### src/spi_regs_pkg.sv
// Shared register map, field positions and reset values of the serial core.
package spi_regs_pkg;
    localparam int          DATA_W          = 16;
    localparam int          ADDR_W          = 3;
    localparam logic [2:0]  RX_DATA_ADDR    = 3'h0;
    localparam logic [2:0]  TX_HOLDING_ADDR = 3'h1;
    localparam logic [2:0]  STATUS_ADDR     = 3'h2;
    localparam logic [2:0]  CONTROL_ADDR    = 3'h3;
    localparam logic [2:0]  TARGET_MASK_ADDR = 3'h5;
    localparam int          ROE_BIT         = 3;
    localparam int          TOE_BIT         = 4;
    localparam int          IDLE_BIT        = 5;
    localparam int          TRDY_BIT        = 6;
    localparam int          RRDY_BIT        = 7;
    localparam int          ERR_BIT         = 8;
    localparam int          FORCE_SEL_BIT   = 10;
    localparam logic [15:0] CONTROL_MASK    = 16'h05D8;
    localparam logic [15:0] CONTROL_RESET   = 16'h0000;
    localparam logic [15:0] MASK_RESET      = 16'h0001;
    localparam int          FIFO_DEPTH      = 4;
    localparam int          SCLK_HALF       = 4;
endpackage : spi_regs_pkg

### src/spi_word_fifo.sv
// Small valid/ready FIFO that carries transmit words to the shifter.
`timescale 1ns/1ps
`default_nettype none
module spi_word_fifo #(
    parameter int WIDTH = 16,
    parameter int DEPTH = 4
) (
    input  wire logic             ref_clk,
    input  wire logic             rst_n,
    input  wire logic             in_valid,
    output logic                  in_ready,
    input  wire logic [WIDTH-1:0] in_data,
    output logic                  out_valid,
    input  wire logic             out_ready,
    output logic      [WIDTH-1:0] out_data
);
    localparam int PW = $clog2(DEPTH);
    logic [WIDTH-1:0] mem [DEPTH];
    logic [PW-1:0]    rd_ptr;
    logic [PW-1:0]    wr_ptr;
    logic [PW:0]      count;
    wire              push = in_valid && in_ready;
    wire              pop  = out_valid && out_ready;

    assign in_ready  = (count < (PW+1)'(DEPTH));
    assign out_valid = (count != '0);
    assign out_data  = mem[rd_ptr];

    always_ff @(posedge ref_clk) begin
        if (push) begin
            mem[wr_ptr] <= in_data;
        end
    end

    always_ff @(posedge ref_clk) begin
        if (!rst_n) begin
            rd_ptr <= '0;
            wr_ptr <= '0;
            count  <= '0;
        end else begin
            if (push) begin
                wr_ptr <= (wr_ptr == PW'(DEPTH - 1)) ? '0 : wr_ptr + 1'b1;
            end
            if (pop) begin
                rd_ptr <= (rd_ptr == PW'(DEPTH - 1)) ? '0 : rd_ptr + 1'b1;
            end
            count <= count + (PW+1)'(push) - (PW+1)'(pop);
        end
    end
endmodule : spi_word_fifo
`default_nettype wire

### src/spi_shifter.sv
// Serial shift engine: one word out on the data line, one word in.
`timescale 1ns/1ps
`default_nettype none
module spi_shifter #(
    parameter int WIDTH = 16,
    parameter int HALF  = 4
) (
    input  wire logic             ref_clk,
    input  wire logic             rst_n,
    input  wire logic             start,
    input  wire logic [WIDTH-1:0] tx_word,
    input  wire logic             miso_sync,
    output logic                  busy,
    output logic                  done,
    output logic      [WIDTH-1:0] rx_word,
    output logic                  sclk,
    output logic                  mosi
);
    import spi_regs_pkg::*;
    logic [WIDTH-1:0] shreg;
    logic             sample;
    logic [7:0]       div;
    logic [7:0]       bits;
    wire              tick = (div == 8'(HALF - 1));

    assign mosi    = shreg[WIDTH-1];
    assign rx_word = shreg;

    always_ff @(posedge ref_clk) begin
        if (!rst_n) begin
            shreg <= '0;
            sample <= 1'b0;
            div   <= 8'h00;
            bits  <= 8'h00;
            busy  <= 1'b0;
            done  <= 1'b0;
            sclk  <= 1'b0;
        end else begin
            done <= 1'b0;
            if (!busy) begin
                if (start) begin
                    shreg <= tx_word;
                    busy  <= 1'b1;
                    div   <= 8'h00;
                    bits  <= 8'h00;
                end
            end else begin
                div <= tick ? 8'h00 : div + 8'h01;
                if (tick) begin
                    sclk <= ~sclk;
                    if (!sclk) begin
                        // Capture on the rise and shift on the fall, so the
                        // data line never moves under a rising clock.
                        sample <= miso_sync;
                    end else begin
                        shreg <= {shreg[WIDTH-2:0], sample};
                        if (bits == 8'(WIDTH - 1)) begin
                            busy <= 1'b0;
                            done <= 1'b1;
                        end else begin
                            bits <= bits + 8'h01;
                        end
                    end
                end
            end
        end
    end
endmodule : spi_shifter
`default_nettype wire

### src/spi_master_regs.sv
// Register file, flags and select logic of the serial master core.
//
// Notes on behaviour
// - Writing the transmit holding register clears transmit-ready.
// - Transmit-ready returns to 1 once the held word moves into the FIFO, one cycle before the shifter loads it.
// - Writing while not ready sets transmit-overrun and drops the word.
// - A held word waits while the shifter is busy; ready stays 0.
// - Status reads return flags with no side effect.
// - A status write clears both overrun flags and the error flag unless a receive overrun sets in that cycle.
// - Bit 3 sets when a word arrives while receive-ready is 1 and receive data is not read in that cycle.
// - Bit 4 sets on a write into a full holding register.
// - Bit 5 is 0 while shifting and 1 only when holding register, FIFO and shifter are all empty.
// - Bit 6 reads 1 whenever the holding register is empty.
// - Bit 7 reads 1 while the receive register holds an unread word.
// - Bit 8 is the OR of the two overrun flags.
// - Control reads return contents with no side effect.
// - Interrupt asserts when any flag and its enable are both 1.
// - Control bits 3, 4 and 8 enable the error interrupts.
// - Control bits 6 and 7 enable the ready interrupts.
// - Control bit 10 holds the masked selects asserted continuously.
// - Reset clears the whole control register.
// - During a shift, exactly the masked active-low selects assert.
// - Reset loads the select mask with only bit 0 set.
// - Reading receive data clears receive-ready unless a word arrives in that cycle; writes there do nothing.
// - Every received word replaces the receive register contents.
`timescale 1ns/1ps
`default_nettype none
module spi_master_regs #(
    parameter int NUM_SEL = 8
) (
    input  wire logic                        ref_clk,
    input  wire logic                        rst_n,
    input  wire logic [spi_regs_pkg::ADDR_W-1:0] reg_addr,
    input  wire logic                        reg_wr,
    input  wire logic                        reg_rd,
    input  wire logic [spi_regs_pkg::DATA_W-1:0] reg_wdata,
    output logic      [spi_regs_pkg::DATA_W-1:0] reg_rdata,
    output logic                             irq,
    output logic                             sclk,
    output logic                             mosi,
    input  wire logic                        miso,
    output logic      [NUM_SEL-1:0]          ss_n
);
    import spi_regs_pkg::*;

    // Data pin crosses in from the slave side, so two stages first.
    logic              miso_meta;
    logic              miso_sync;

    logic [DATA_W-1:0] rx_data;
    logic [DATA_W-1:0] control_reg;
    logic [DATA_W-1:0] target_mask_reg;
    logic              rx_ready;
    logic              rx_overrun;
    logic              tx_overrun;

    logic              fifo_valid;
    logic              fifo_ready;
    logic [DATA_W-1:0] fifo_data;
    logic              shift_busy;
    logic              shift_done;
    logic [DATA_W-1:0] shift_rx;
    logic              sclk_int;
    logic              mosi_int;

    wire wr_tx      = reg_wr && (reg_addr == TX_HOLDING_ADDR);
    wire wr_status  = reg_wr && (reg_addr == STATUS_ADDR);
    wire wr_control = reg_wr && (reg_addr == CONTROL_ADDR);
    wire wr_mask    = reg_wr && (reg_addr == TARGET_MASK_ADDR);
    wire rd_rx      = reg_rd && (reg_addr == RX_DATA_ADDR);

    // The holding register is a single word; the four-deep FIFO below it
    // never holds more than one word, so the host-facing flag stays exact.
    logic              hold_full;
    logic [DATA_W-1:0] hold_word;

    // A word leaves the holding register only when it can go straight on
    // into an idle shifter, so the same word is never queued twice.
    wire hold_move   = hold_full && fifo_ready && !fifo_valid
                    && !shift_busy;
    wire tx_accept   = wr_tx && !hold_full;
    wire tx_reject   = wr_tx && hold_full;
    wire start_shift = fifo_valid && !shift_busy;
    wire shifter_idle = !shift_busy && !fifo_valid && !hold_full;
    wire tx_ready    = !hold_full;
    wire err_flag    = rx_overrun || tx_overrun;

    wire [DATA_W-1:0] status_word;
    assign status_word = {7'h00, err_flag, rx_ready, tx_ready,
                          shifter_idle, tx_overrun, rx_overrun,
                          3'h0};

    wire [DATA_W-1:0] next_rdata;
    assign next_rdata =
        (reg_addr == RX_DATA_ADDR)     ? rx_data :
        (reg_addr == STATUS_ADDR)      ? status_word :
        (reg_addr == CONTROL_ADDR)     ? control_reg :
        (reg_addr == TARGET_MASK_ADDR) ? target_mask_reg :
                                         16'h0000;

    // Each flag but shifter-idle feeds the interrupt through its own enable bit; both overruns also reach it through bit 8 via the error flag.
    wire irq_terms = (rx_overrun && control_reg[ROE_BIT])
                  || (tx_overrun && control_reg[TOE_BIT])
                  || (err_flag   && control_reg[ERR_BIT])
                  || (tx_ready   && control_reg[TRDY_BIT])
                  || (rx_ready   && control_reg[RRDY_BIT]);

    wire sel_active = shift_busy || control_reg[FORCE_SEL_BIT];
    wire [NUM_SEL-1:0] next_ss_n;
    assign next_ss_n = sel_active ? ~target_mask_reg[NUM_SEL-1:0]
                                  : {NUM_SEL{1'b1}};

    spi_word_fifo #(
        .WIDTH (DATA_W),
        .DEPTH (FIFO_DEPTH)
    ) u_fifo (
        .ref_clk   (ref_clk),
        .rst_n     (rst_n),
        .in_valid  (hold_move),
        .in_ready  (fifo_ready),
        .in_data   (hold_word),
        .out_valid (fifo_valid),
        .out_ready (!shift_busy),
        .out_data  (fifo_data)
    );

    spi_shifter #(
        .WIDTH (DATA_W),
        .HALF  (SCLK_HALF)
    ) u_shift (
        .ref_clk   (ref_clk),
        .rst_n     (rst_n),
        .start     (start_shift),
        .tx_word   (fifo_data),
        .miso_sync (miso_sync),
        .busy      (shift_busy),
        .done      (shift_done),
        .rx_word   (shift_rx),
        .sclk      (sclk_int),
        .mosi      (mosi_int)
    );

    always_ff @(posedge ref_clk) begin
        if (!rst_n) begin
            miso_meta <= 1'b0;
            miso_sync <= 1'b0;
        end else begin
            miso_meta <= miso;
            miso_sync <= miso_meta;
        end
    end

    // Only one word may wait above the shifter, so the FIFO below never
    // absorbs more than the host has been told is accepted.
    always_ff @(posedge ref_clk) begin
        if (!rst_n) begin
            hold_full <= 1'b0;
            hold_word <= 16'h0000;
        end else if (tx_accept) begin
            hold_full <= 1'b1;
            hold_word <= reg_wdata;
        end else if (hold_move) begin
            hold_full <= 1'b0;
        end
    end

    always_ff @(posedge ref_clk) begin
        if (!rst_n) begin
            rx_data  <= 16'h0000;
            rx_ready <= 1'b0;
        end else begin
            if (shift_done) begin
                rx_data  <= shift_rx;
                rx_ready <= 1'b1;
            end else if (rd_rx) begin
                rx_ready <= 1'b0;
            end
        end
    end

    // Set beats clear: an event in the clearing cycle is kept.
    always_ff @(posedge ref_clk) begin
        if (!rst_n) begin
            rx_overrun <= 1'b0;
            tx_overrun <= 1'b0;
        end else begin
            if (shift_done && rx_ready && !rd_rx) begin
                rx_overrun <= 1'b1;
            end else if (wr_status) begin
                rx_overrun <= 1'b0;
            end
            if (tx_reject) begin
                tx_overrun <= 1'b1;
            end else if (wr_status) begin
                tx_overrun <= 1'b0;
            end
        end
    end

    always_ff @(posedge ref_clk) begin
        if (!rst_n) begin
            control_reg     <= CONTROL_RESET;
            target_mask_reg <= MASK_RESET;
        end else begin
            if (wr_control) begin
                control_reg <= reg_wdata & CONTROL_MASK;
            end
            if (wr_mask) begin
                target_mask_reg <= reg_wdata;
            end
        end
    end

    always_ff @(posedge ref_clk) begin
        if (!rst_n) begin
            reg_rdata <= 16'h0000;
            irq       <= 1'b0;
            ss_n      <= {NUM_SEL{1'b1}};
            sclk      <= 1'b0;
            mosi      <= 1'b0;
        end else begin
            reg_rdata <= next_rdata;
            irq       <= irq_terms;
            ss_n      <= next_ss_n;
            sclk      <= sclk_int;
            mosi      <= mosi_int;
        end
    end
endmodule : spi_master_regs
`default_nettype wire

### config.mk
export PLATFORM = sky130hd
export DESIGN_NAME = spi_master_regs
export DESIGN_NICKNAME = d
export VERILOG_FILES = /design/src/spi_regs_pkg.sv /design/src/spi_word_fifo.sv /design/src/spi_shifter.sv /design/src/spi_master_regs.sv
export SDC_FILE = /design/constraint.sdc
export NUM_CORES = 1
export LEC_CHECK = 0
export BUFFER_PORTS_ARGS = -buffer_cell sky130_fd_sc_hd__buf_4
export CAP_MARGIN = 15
export CORE_ASPECT_RATIO = 1.75
export CORE_MARGIN = 1.5
export CORE_UTILIZATION = 60
export CTS_CLUSTER_SIZE = 28
export DETAILED_ROUTE_END_ITERATION = 6
export GPL_TIMING_DRIVEN = 0
export PLACE_DENSITY = 0.79
export SYNTH_ARGS = -nofsm -noshare
export SYNTH_HDL_FRONTEND = slang
export SYNTH_SLANG_ARGS = --single-unit
### constraint.sdc
create_clock -name ref_clk -period 2.7 [get_ports ref_clk]
set_input_delay 0.27 -clock ref_clk [delete_from_list [all_inputs] [get_ports ref_clk]]
set_output_delay 0.27 -clock ref_clk [all_outputs]
set_load 0.02 [all_outputs]
; Word level (Yosys, flattened, before mapping)
; Memory sizes are Yosys's and may differ from the RTL's. A register that Yosys moved wholly into a read port is not among the register bits.
; Index checks and enable logic that the tools add are counted.
[totals]
mem_bits_rw = 64
ff_bits = 130
out_inout_bits = 27
word_cells = 124
memories = 1
in_bits = 24
[memory_table]
columns = name, depth, word_bits, rd, rd_ports_with_merged_regs, wr, line_no
row1 = u_fifo.mem, 4, 16, 1, 1, 1, spi_word_fifo.sv:18  ; logic [WIDTH-1:0] mem [DEPTH];
[classes]
reduce_logical = 44
n_bitwise = 2
muxes = 34
n_lt_le_gt_ge = 1
eq_ne = 11
n_addsub = 6
[ops]
columns = cell, n
row1 = $mux W16, 8
row2 = $mux W8, 7
row3 = $logic_and A1 B1 Y1, 21
row4 = $add A8 B1 Y8 const B, 2
row5 = $mux W1, 15
row6 = $reduce_bool A2 Y1, 5
row7 = $eq A8 B2 Y1 const B, 1
row8 = $eq A8 B4 Y1 const B, 1
row9 = $mux W2, 4
row10 = $not A8 Y8, 1
row11 = $reduce_and A4 Y1, 2
row12 = $eq A3 B2 Y1 const B, 2
row13 = $logic_or A1 B1 Y1, 6
row14 = $ne A2 B2 Y1 const B, 3
row15 = $reduce_and A3 Y1, 2
row16 = $add A2 B1 Y2 const B, 2
row17 = $eq A2 B2 Y1 const B, 2
row18 = $logic_not A1 Y1, 4
row19 = $reduce_and A2 Y1, 2
row20 = $add A3 B1 Y3, 1
row21 = $eq A3 B1 Y1 const B, 1
row22 = $eq A3 B3 Y1 const B, 1
row23 = $logic_not A3 Y1, 1
row24 = $lt A3 B3 Y1 const B, 1
row25 = 3 further kinds, 3

; Longest topological paths before layout
; Gate-level depths: netlist (run 1).
[logic_depth]
ltp_word = 7
ltp_mapped = 8
ltp_nobuf = 7

; Hierarchy
; From an unflattened synthesis (run 1), not the netlist that was laid out.
[unflattened]
cells_unflattened = 668
area_unflattened_um2 = 7888.8
[modules_own_cells]
columns = module, cells_each, area_each_um2, seq_area_each_um2, n_inst
row1 = spi_master_regs, 358, 3352.0, 1741.7, 1
row2 = spi_word_fifo, 134, 2816.5, 2102.0, 1
row3 = spi_shifter, 176, 1720.4, 720.7, 1

; Worst setup path after synthesis (run 1)
; Ideal clock, no wire load.
[synth_timing]
path_type = flip-flop to flip-flop
start = register u_shift.busy
end = memory u_fifo.mem[0][0], enable pin
required_time_ns = 2.326
path_buffers = 2
slack_ns = 0.631
setup_ns = 0.374
path_stages_with_launch = 5
period_less_slack_ns = 2.069
arrival_ns = 1.696
path_cell_list = dfxtp_1 > buf_2 > nor4_2 > clkbuf_1 > and3_1
[synth_between]
elab_chain_cells = 5
[synth_lines]
columns = element, line_no
row1 = from (decl), spi_shifter.sv:13  ; output logic busy,
row2 = from (signal assigned), spi_shifter.sv:35  ; busy <= 1'b0;
row3 = from (signal assigned), spi_shifter.sv:43  ; busy <= 1'b1;
row4 = from (signal assigned), spi_shifter.sv:58  ; busy <= 1'b0;
row5 = $logic_not A1 Y1, --
row6 = $logic_and A1 B1 Y1, spi_master_regs.sv:80  ; && !shift_busy;
row7 = $logic_and A1 B1 Y1, spi_word_fifo.sv:22  ; wire push = in_valid && in_ready;
row8 = $mux W1, spi_word_fifo.sv:30  ; if (push) begin
row9 = $mux W1 (not written as such), spi_word_fifo.sv:31  ; mem[wr_ptr] <= in_data;
row10 = to (decl), spi_word_fifo.sv:18
; No other way between the ends.

; Final worst setup path (run 1)
[layout_timing]
start = register u_shift.busy
end = memory u_fifo.mem[0][11], enable pin
; The elaborated chain is that of the path after synthesis.

==> results by group, run 1 <==
Outcome
  – Status: finished clean

GRT
  – M2 GR Usage: 52.2%
  – Initial antenna violation count: 0
  – Vias in the first global route: around 5600
  – GRT busiest layer: met2
  – Total GRT Usage: 29.6%
  – Largest net degree at the start of global routing: 20
  – Global route total overflow: 0
  – Global-route wire length before repair: 29300 um
  – Met1 usage: between 30% and 40%
  – Met3 Usage GRT: 4.17%

Worst hold path
  – Worst hold path type: in2reg
  – Hold path start: miso
  – Hold Crit Endpoint: miso_meta$_SDFF_PN0_
  – Hold path cells: 2

Yosys
  – Syn_nets: a little over 700
  – Post-synth EDFFs: 64
  – Number of synthesized register bits: 196
  – Syn Inst Count: between 600 and 700
  – Synth warnings: 0
  – Seq/Total Area, Yosys: 59.8%
  – Mapped Area: 7630 um2
  – Synthesized area per cell: 11.3 um2
  – FFs w/ async S/R, synth: 0%
  – Distinct cells, synth: 50
  – Synth Flop Type: dfxtp_1

Setup path
  – Crit path required time: 2.77 ns
  – CP top delay family: simple AND/OR/NAND/NOR gates
  – CP Data Arrival Time: 2.65 ns
  – Crit start category: flip-flop
  – FF-to-FF End: u_fifo.mem[0][11]$_DFFE_PP_
  – CP bufs+invs: 2
  – Kind of critical path: reg2reg
  – Crit-path max FO: 16
  – Critical Path, Cell by Cell: buf_2 > nor4_2 > clkbuf_1 > and3_2
  – Worst path slowest cell: and3_2
  – R2r startpoint: u_shift.busy$_SDFF_PN0_
  – Critical path capture point type: flip-flop
  – Slowest stage delay, CP: between 0.6 and 0.7 ns
  – Worst R2R Setup Slack: ~0.12 ns
  – Register-to-Register Path Depth: 4

Power
  – Pwr dens: around 820 nW/um2
  – LEAKAGE: about 0.0032 uW
  – Clk pwr share: 34.1%
  – Total power: 7250 uW
  – Power Internal: 5060 uW
  – Sw power: between 2000 and 2500 uW
  – Combinational share of power: between 10% and 20%
  – VDD IR max: between 0.5 and 0.6 mV
  – Reg power frac: 46.4%
  – Switch share: between 30% and 40%

Layout
  – Fin util: between 70% and 80%
  – Largest Register: u_fifo.mem
  – Most frequent cells in the layout: 132 x dfxtp_1, 91 x nand2_1, 64 x edfxtp_1
  – Fin cells: 927
  – Fraction of final layout cells sized beyond drive strength 1: 15.8%
  – Final Cell Area: 8800 um2
  – # nets final: 779
  – P&R area growth vs syn: 15.3%
  – Ant diodes: 0
  – Most common cell after layout, fill and taps aside: dfxtp_1
  – Largest register FFs: 64

Clock network
  – CTS sink cnt: between 150 and 200
  – Clk pin slew, worst setup/hold paths: roughly 0.070 ns
  – Clk_lat worst skew: ~0.43 ns
  – Post-CTS Hold Fix Bufs: 0
  – CTS H-tree lvls: 4
  – Num CTS Buffers: 17
  – Clock buffer depth: 2
  – CTS tree: built
  – Clock root buffer: clkbuf_16

Route
  – Antenna Nets Post-Route: 0
  – Pre-Repair DR Iteration Count: 5
  – DRT iter0 DRCs: between 400 and 500
  – DR vias: 5567
  – DRT Wirelength: 19000 um
  – Via/cell ratio: 6.01
  – # DRC: 0
  – WL/cell: 20.5 um

STA
  – Final setup vio count: 0
  – Minimum clock period: roughly 2.6 ns
  – Max Fclk: 0.388 GHz
  – Worst Tran Pin Value: 0.978 ns
  – Final Cycle Share: 95.4%
  – Hold Fails Final Rpt: 0
  – Final worst slack: 0.123 ns
  – Clk_skew: 0.0106 ns
  – RSZ-0062 raised after global routing: no
  – Max_slew headroom: 34.3%
  – Slew Limit Fails: 0

Placement
  – Placed cell count: between 800 and 900
  – Port bufs: 49
  – DP HPWL: roughly 14000 um
  – Final RePlAce weighted congestion: between 0.9 and 1
  – Pre-CTS setup slack: -0.137 ns
  – Placed instance area: 8210 um2

Die
  – Core Area: 12400 um2
  – Initial core utilization: 61.4%
  – Cell Rows: between 50 and 60
  – Total die area: between 10000 and 15000 um2
  – Die Span Y: 152 um
  – IO Pins: between 50 and 60
  – Die width: 88.3 um

Flow run
  – Max-cap viol count: 0
[power by group through the flow]
stage	logic, uW	registers, uW	clock network [uW]
floorplan	1010	3370	0
global placement	1340	3410	0
detailed placement	1390	3420	0
CTS	1400	3360	2480
global route	1530	3380	2610
finish	1410	3360	2470
[area by class of cell]
class                           instances  area [um2]
Tap cell                              168         210
Buffer                                 43         170
Clock inverter                         13         129
Fill cell                             929        3630
Multi-Input combinational cell        425        2850
Inverter                               14        52.6
Timing Repair Buffer                   49         368
Sequential cell                       196        4560
Clock buffer                           19         453
[cell usage after synthesis (8+ instances only)]
| master | number | share of area, % |
|---|---|---|
| a21oi_1 | 56 | 3.7 |
| a22oi_1 | 17 | 1.7 |
| and3_1 | 10 | 0.82 |
| clkbuf_1 | 31 | 1.5 |
| dfxtp_1 | 132 | 35 |
| edfxtp_1 | 64 | 25 |
| ha_1 | 8 | 1.3 |
| inv_1 | 14 | 0.69 |
| mux2i_1 | 42 | 5.5 |
| mux4_2 | 16 | 4.7 |
| nand2_1 | 91 | 4.5 |
| nand3_1 | 18 | 1.2 |
| nor2_1 | 59 | 2.9 |
| o21ai_0 | 11 | 0.72 |
| o31ai_1 | 18 | 1.8 |
[logic make-up after synthesis]
logic type	count (synthesis)	synth area share (%)
DFF	196	59.8
muxes	63	11.0
AOI/OAI and AO/OA	134	11.5
and+or+nand+nor	217	13.0
xor gates and xnor gates	2	0.229
buffers and inverters	57	2.92
adders and majority gates	9	1.57
[worst reg2reg max path: cells and delay by family, from the launching register on]
| kind | cells | cell delay (ns) |
|---|---|---|
| flops | 1 | 0.33 |
| buf+inv | 2 | 0.67 |
| simple gates | 2 | 1.22 |
[repair_timing]
action | CTS | global route
gates resized for setup | 4 | 0
setup buffers | 0 | 0
endpoints found under the hold margin | 0 | 0
setup endpoints to repair | 64 | 0
[per-stage QoR]
| stage | hold WS (ns) | TNS (ns) |
|---|---|---|
| floorplan | 0.371 | 0 |
| global placement | 0.391 | -4.78 |
| detailed placement | 0.395 | -7.75 |
| CTS | 0.0633 | 0 |
| global route | 0.0578 | 0 |
| finish | 0.0661 | 0 |
[worst max-delay path by stage]
stage / cells past startpoint / startpoint / endpoint / slack (ns)
floorplan: 4 / u_shift.busy$_SDFF_PN0_ / u_fifo.mem[0][0]$_DFFE_PP_ / 0.63
global placement: 4 / u_shift.busy$_SDFF_PN0_ / u_fifo.mem[3][2]$_DFFE_PP_ / -0.08
detailed placement: 4 / u_shift.busy$_SDFF_PN0_ / u_fifo.mem[0][14]$_DFFE_PP_ / -0.14
CTS: 4 / u_shift.busy$_SDFF_PN0_ / u_fifo.mem[3][11]$_DFFE_PP_ / 0.15
global route: 4 / u_shift.busy$_SDFF_PN0_ / u_fifo.mem[0][11]$_DFFE_PP_ / 0.008
finish: 4 / u_shift.busy$_SDFF_PN0_ / u_fifo.mem[0][11]$_DFFE_PP_ / 0.12
[layer usage]
| metal | share of wire [%] | wire length, um |
|---|---|---|
| met1 | 37 | 6980 |
| met2 | 54 | 10300 |
| met3 | 4.0 | 762 |
| met4 | 4.9 | 936 |
| met5 | 0 | 0 |
Note: power is estimated with default switching activity, not from simulation.
==> inputs of run 2 (changes only) <==
--- a/config.mk
+++ b/config.mk
@@ -7,13 +7,13 @@
 export LEC_CHECK = 0
 export BUFFER_PORTS_ARGS = -buffer_cell sky130_fd_sc_hd__buf_4
 export CAP_MARGIN = 15
-export CORE_ASPECT_RATIO = 1.75
+export CORE_ASPECT_RATIO = 0.6
 export CORE_MARGIN = 1.5
-export CORE_UTILIZATION = 60
+export CORE_UTILIZATION = 35
+export CTS_BUF_LIST = sky130_fd_sc_hd__clkbuf_8 sky130_fd_sc_hd__clkbuf_16
 export CTS_CLUSTER_SIZE = 28
 export DETAILED_ROUTE_END_ITERATION = 6
 export GPL_TIMING_DRIVEN = 0
-export PLACE_DENSITY = 0.79
 export SYNTH_ARGS = -nofsm -noshare
 export SYNTH_HDL_FRONTEND = slang
 export SYNTH_SLANG_ARGS = --single-unit
==> results by group, run 2 (synthesized netlist as in run 1, its figures left out) <==
Outcome
  – Status: finished clean

Power
  – Power Internal: 5030 uW
  – Combinational share of power: around a fifth
  – Clk pwr share: 33.6%
  – LEAKAGE: 0.00323 uW
  – VDD IR max: a little under 0.5 mV
  – Total power: 7210 uW
  – Sw power: roughly 2200 uW
  – Switch share: 30.3%
  – Reg power frac: 46.5%
  – Pwr dens: 808 nW/um2

Die
  – IO Pins: 51
  – Die width: 194 um
  – Total die area: 22700 um2
  – Initial core utilization: a little over a third
  – Core Area: 21200 um2
  – Die Span Y: 117 um
  – Cell Rows: 41

Setup path
  – Crit path required time: 2.99 ns
  – CP Data Arrival Time: 2.79 ns
  – Crit-path max FO: 6
  – Critical path capture point type: flip-flop
  – Worst path slowest cell: nor3_1
  – R2r startpoint: u_fifo.count[0]$_SDFF_PN0_
  – Critical Path, Cell by Cell: nor3_1 > or3_1 > nand2_1 > ha_1 > fa_1 > xnor2_1 > nor2_1
  – Crit start category: flip-flop
  – Kind of critical path: reg2reg
  – Worst R2R Setup Slack: 0.20 ns
  – Slowest stage delay, CP: 0.89 ns
  – FF-to-FF End: u_fifo.count[2]$_SDFF_PN0_
  – Register-to-Register Path Depth: 7

STA
  – Max_slew headroom: 27.5%
  – Clk_skew: 0.0165 ns
  – Final setup vio count: 0
  – Post-Route Setup TNS: 0 ns
  – Max Fclk: approximately 0.4 GHz
  – Worst Tran Pin Value: between 1 and 1.5 ns
  – Slew Limit Fails: 0
  – Minimum clock period: 2.50 ns
  – RSZ-0062 raised after global routing: no
  – Hold Fails Final Rpt: 0
  – Final Cycle Share: 92.6%

GRT
  – Largest net degree at the start of global routing: 19
  – Initial antenna violation count: 0
  – Global route total overflow: 0
  – Global-route wire length before repair: 30300 um
  – Total GRT Usage: between 10% and 20%
  – Vias in the first global route: 5199

Layout
  – Fin util: 42.1%
  – Largest register FFs: 64
  – Ant diodes: 0
  – Fraction of final layout cells sized beyond drive strength 1: 15.5%
  – Fin cells: 1038
  – Final Cell Area: 8930 um2
  – P&R area growth vs syn: 16.9%
  – # nets final: 779
  – Largest Register: u_fifo.mem
  – Most common cell after layout, fill and taps aside: dfxtp_1
  – Fill cells: between 2000 and 2500
  – Most frequent cells in the layout: 132 x dfxtp_1, 91 x nand2_1, 64 x edfxtp_1

Clock network
  – CTS sink cnt: 196
  – CTS tree: built
  – CTS H-tree lvls: 4
  – Post-CTS Hold Fix Bufs: 0
  – Clk pin slew, worst setup/hold paths: roughly 0.07 ns
  – Clk_lat worst skew: 0.43 ns
  – Num CTS Buffers: 17
  – Setup bufs post-CTS: 0
  – Clock buffer depth: 2
  – Clock root buffer: clkbuf_16

Placement
  – Placed cell count: 1006
  – Placed instance area: 8350 um2
  – DP HPWL: 13800 um
  – Final RePlAce weighted congestion: 0.844
  – Port bufs: 49

Route
  – WL/cell: 18.6 um
  – Antenna Nets Post-Route: 0
  – DR vias: 5401
  – Pre-Repair DR Iteration Count: 6
  – Via/cell ratio: ~5.2
  – # DRC: 0
  – DRT iter0 DRCs: around 450
  – DRT Wirelength: a little under 20000 um

Worst hold path
  – Hold path cells: 2
  – Hold path start: miso
  – Hold Crit Endpoint: miso_meta$_SDFF_PN0_
  – Worst hold path type: in2reg

Flow run
  – Max-cap viol count: 0
[run 2: how the worst max path moves through the flow]
stage	start	end	cells past startpoint
floorplan	u_shift.busy$_SDFF_PN0_	u_fifo.mem[0][0]$_DFFE_PP_	4
global placement	u_shift.busy$_SDFF_PN0_	u_fifo.mem[2][13]$_DFFE_PP_	4
detailed placement	u_shift.busy$_SDFF_PN0_	u_fifo.mem[0][13]$_DFFE_PP_	4
CTS	u_shift.busy$_SDFF_PN0_	u_fifo.mem[0][8]$_DFFE_PP_	4
global route	u_fifo.count[0]$_SDFF_PN0_	u_fifo.count[2]$_SDFF_PN0_	7
finish	u_fifo.count[0]$_SDFF_PN0_	u_fifo.count[2]$_SDFF_PN0_	7
[run 2: final cells by class]
cell class / count / area [um2] / share of cell area (%)
inverter: 14 / 52.6 / 0.589
clock buffer: 18 / 439 / 4.92
sequential: 196 / 4560 / 51.1
multi-input combinational: 425 / 2860 / 32.1
timing repair buffer: 49 / 368 / 4.12
clock inverter: 14 / 123 / 1.37
buffer: 43 / 170 / 1.91
tap: 279 / 349 / 3.91
[run 2: what timing repair did]
| action | 4_1_cts | 5_1_grt |
|---|---|---|
| endpoints found under the hold margin | 0 | 0 |
| gates resized for setup | 4 | 1 |
| setup endpoints to repair | 64 | 15 |
| pin swaps | 0 | 0 |
[run 2: power by group through the flow]
stage / combinational (uW) / sequential [uW] / clock [uW]
after floorplan: 1010 / 3370 / 0
after global placement: 1390 / 3410 / 0
after detailed placement: 1410 / 3410 / 0
after CTS: 1420 / 3350 / 2460
after global routing: 1570 / 3370 / 2590
final: 1430 / 3360 / 2430
[run 2: through the flow]
step	hold slack (ns)	worst slack, ns
after floorplan	0.371	0.631
after CTS	0.0434	0.0878
after global routing	0.0600	0.0163
after detailed placement	0.391	-0.186
final	0.0551	0.199
after global placement	0.393	-0.128
[run 2: critical path, delay by kind of cell, from the launching register on]
| family | cells | cell delay, ns |
|---|---|---|
| xor+xnor | 1 | 0.18 |
| fa+ha+maj | 2 | 0.57 |
| flops | 1 | 0.36 |
| simple gates | 4 | 1.27 |
[run 2: routing by layer]
metal / vias to the layer above / global-route usage (%) / share of wire (%)
met5: - / 0 / 0
li1: 2606 / - / -
met4: 0 / 4.08 / 0.85
met1: 2613 / 27.2 / 52
met2: 168 / 24.0 / 41
met3: 14 / 4.31 / 6.5
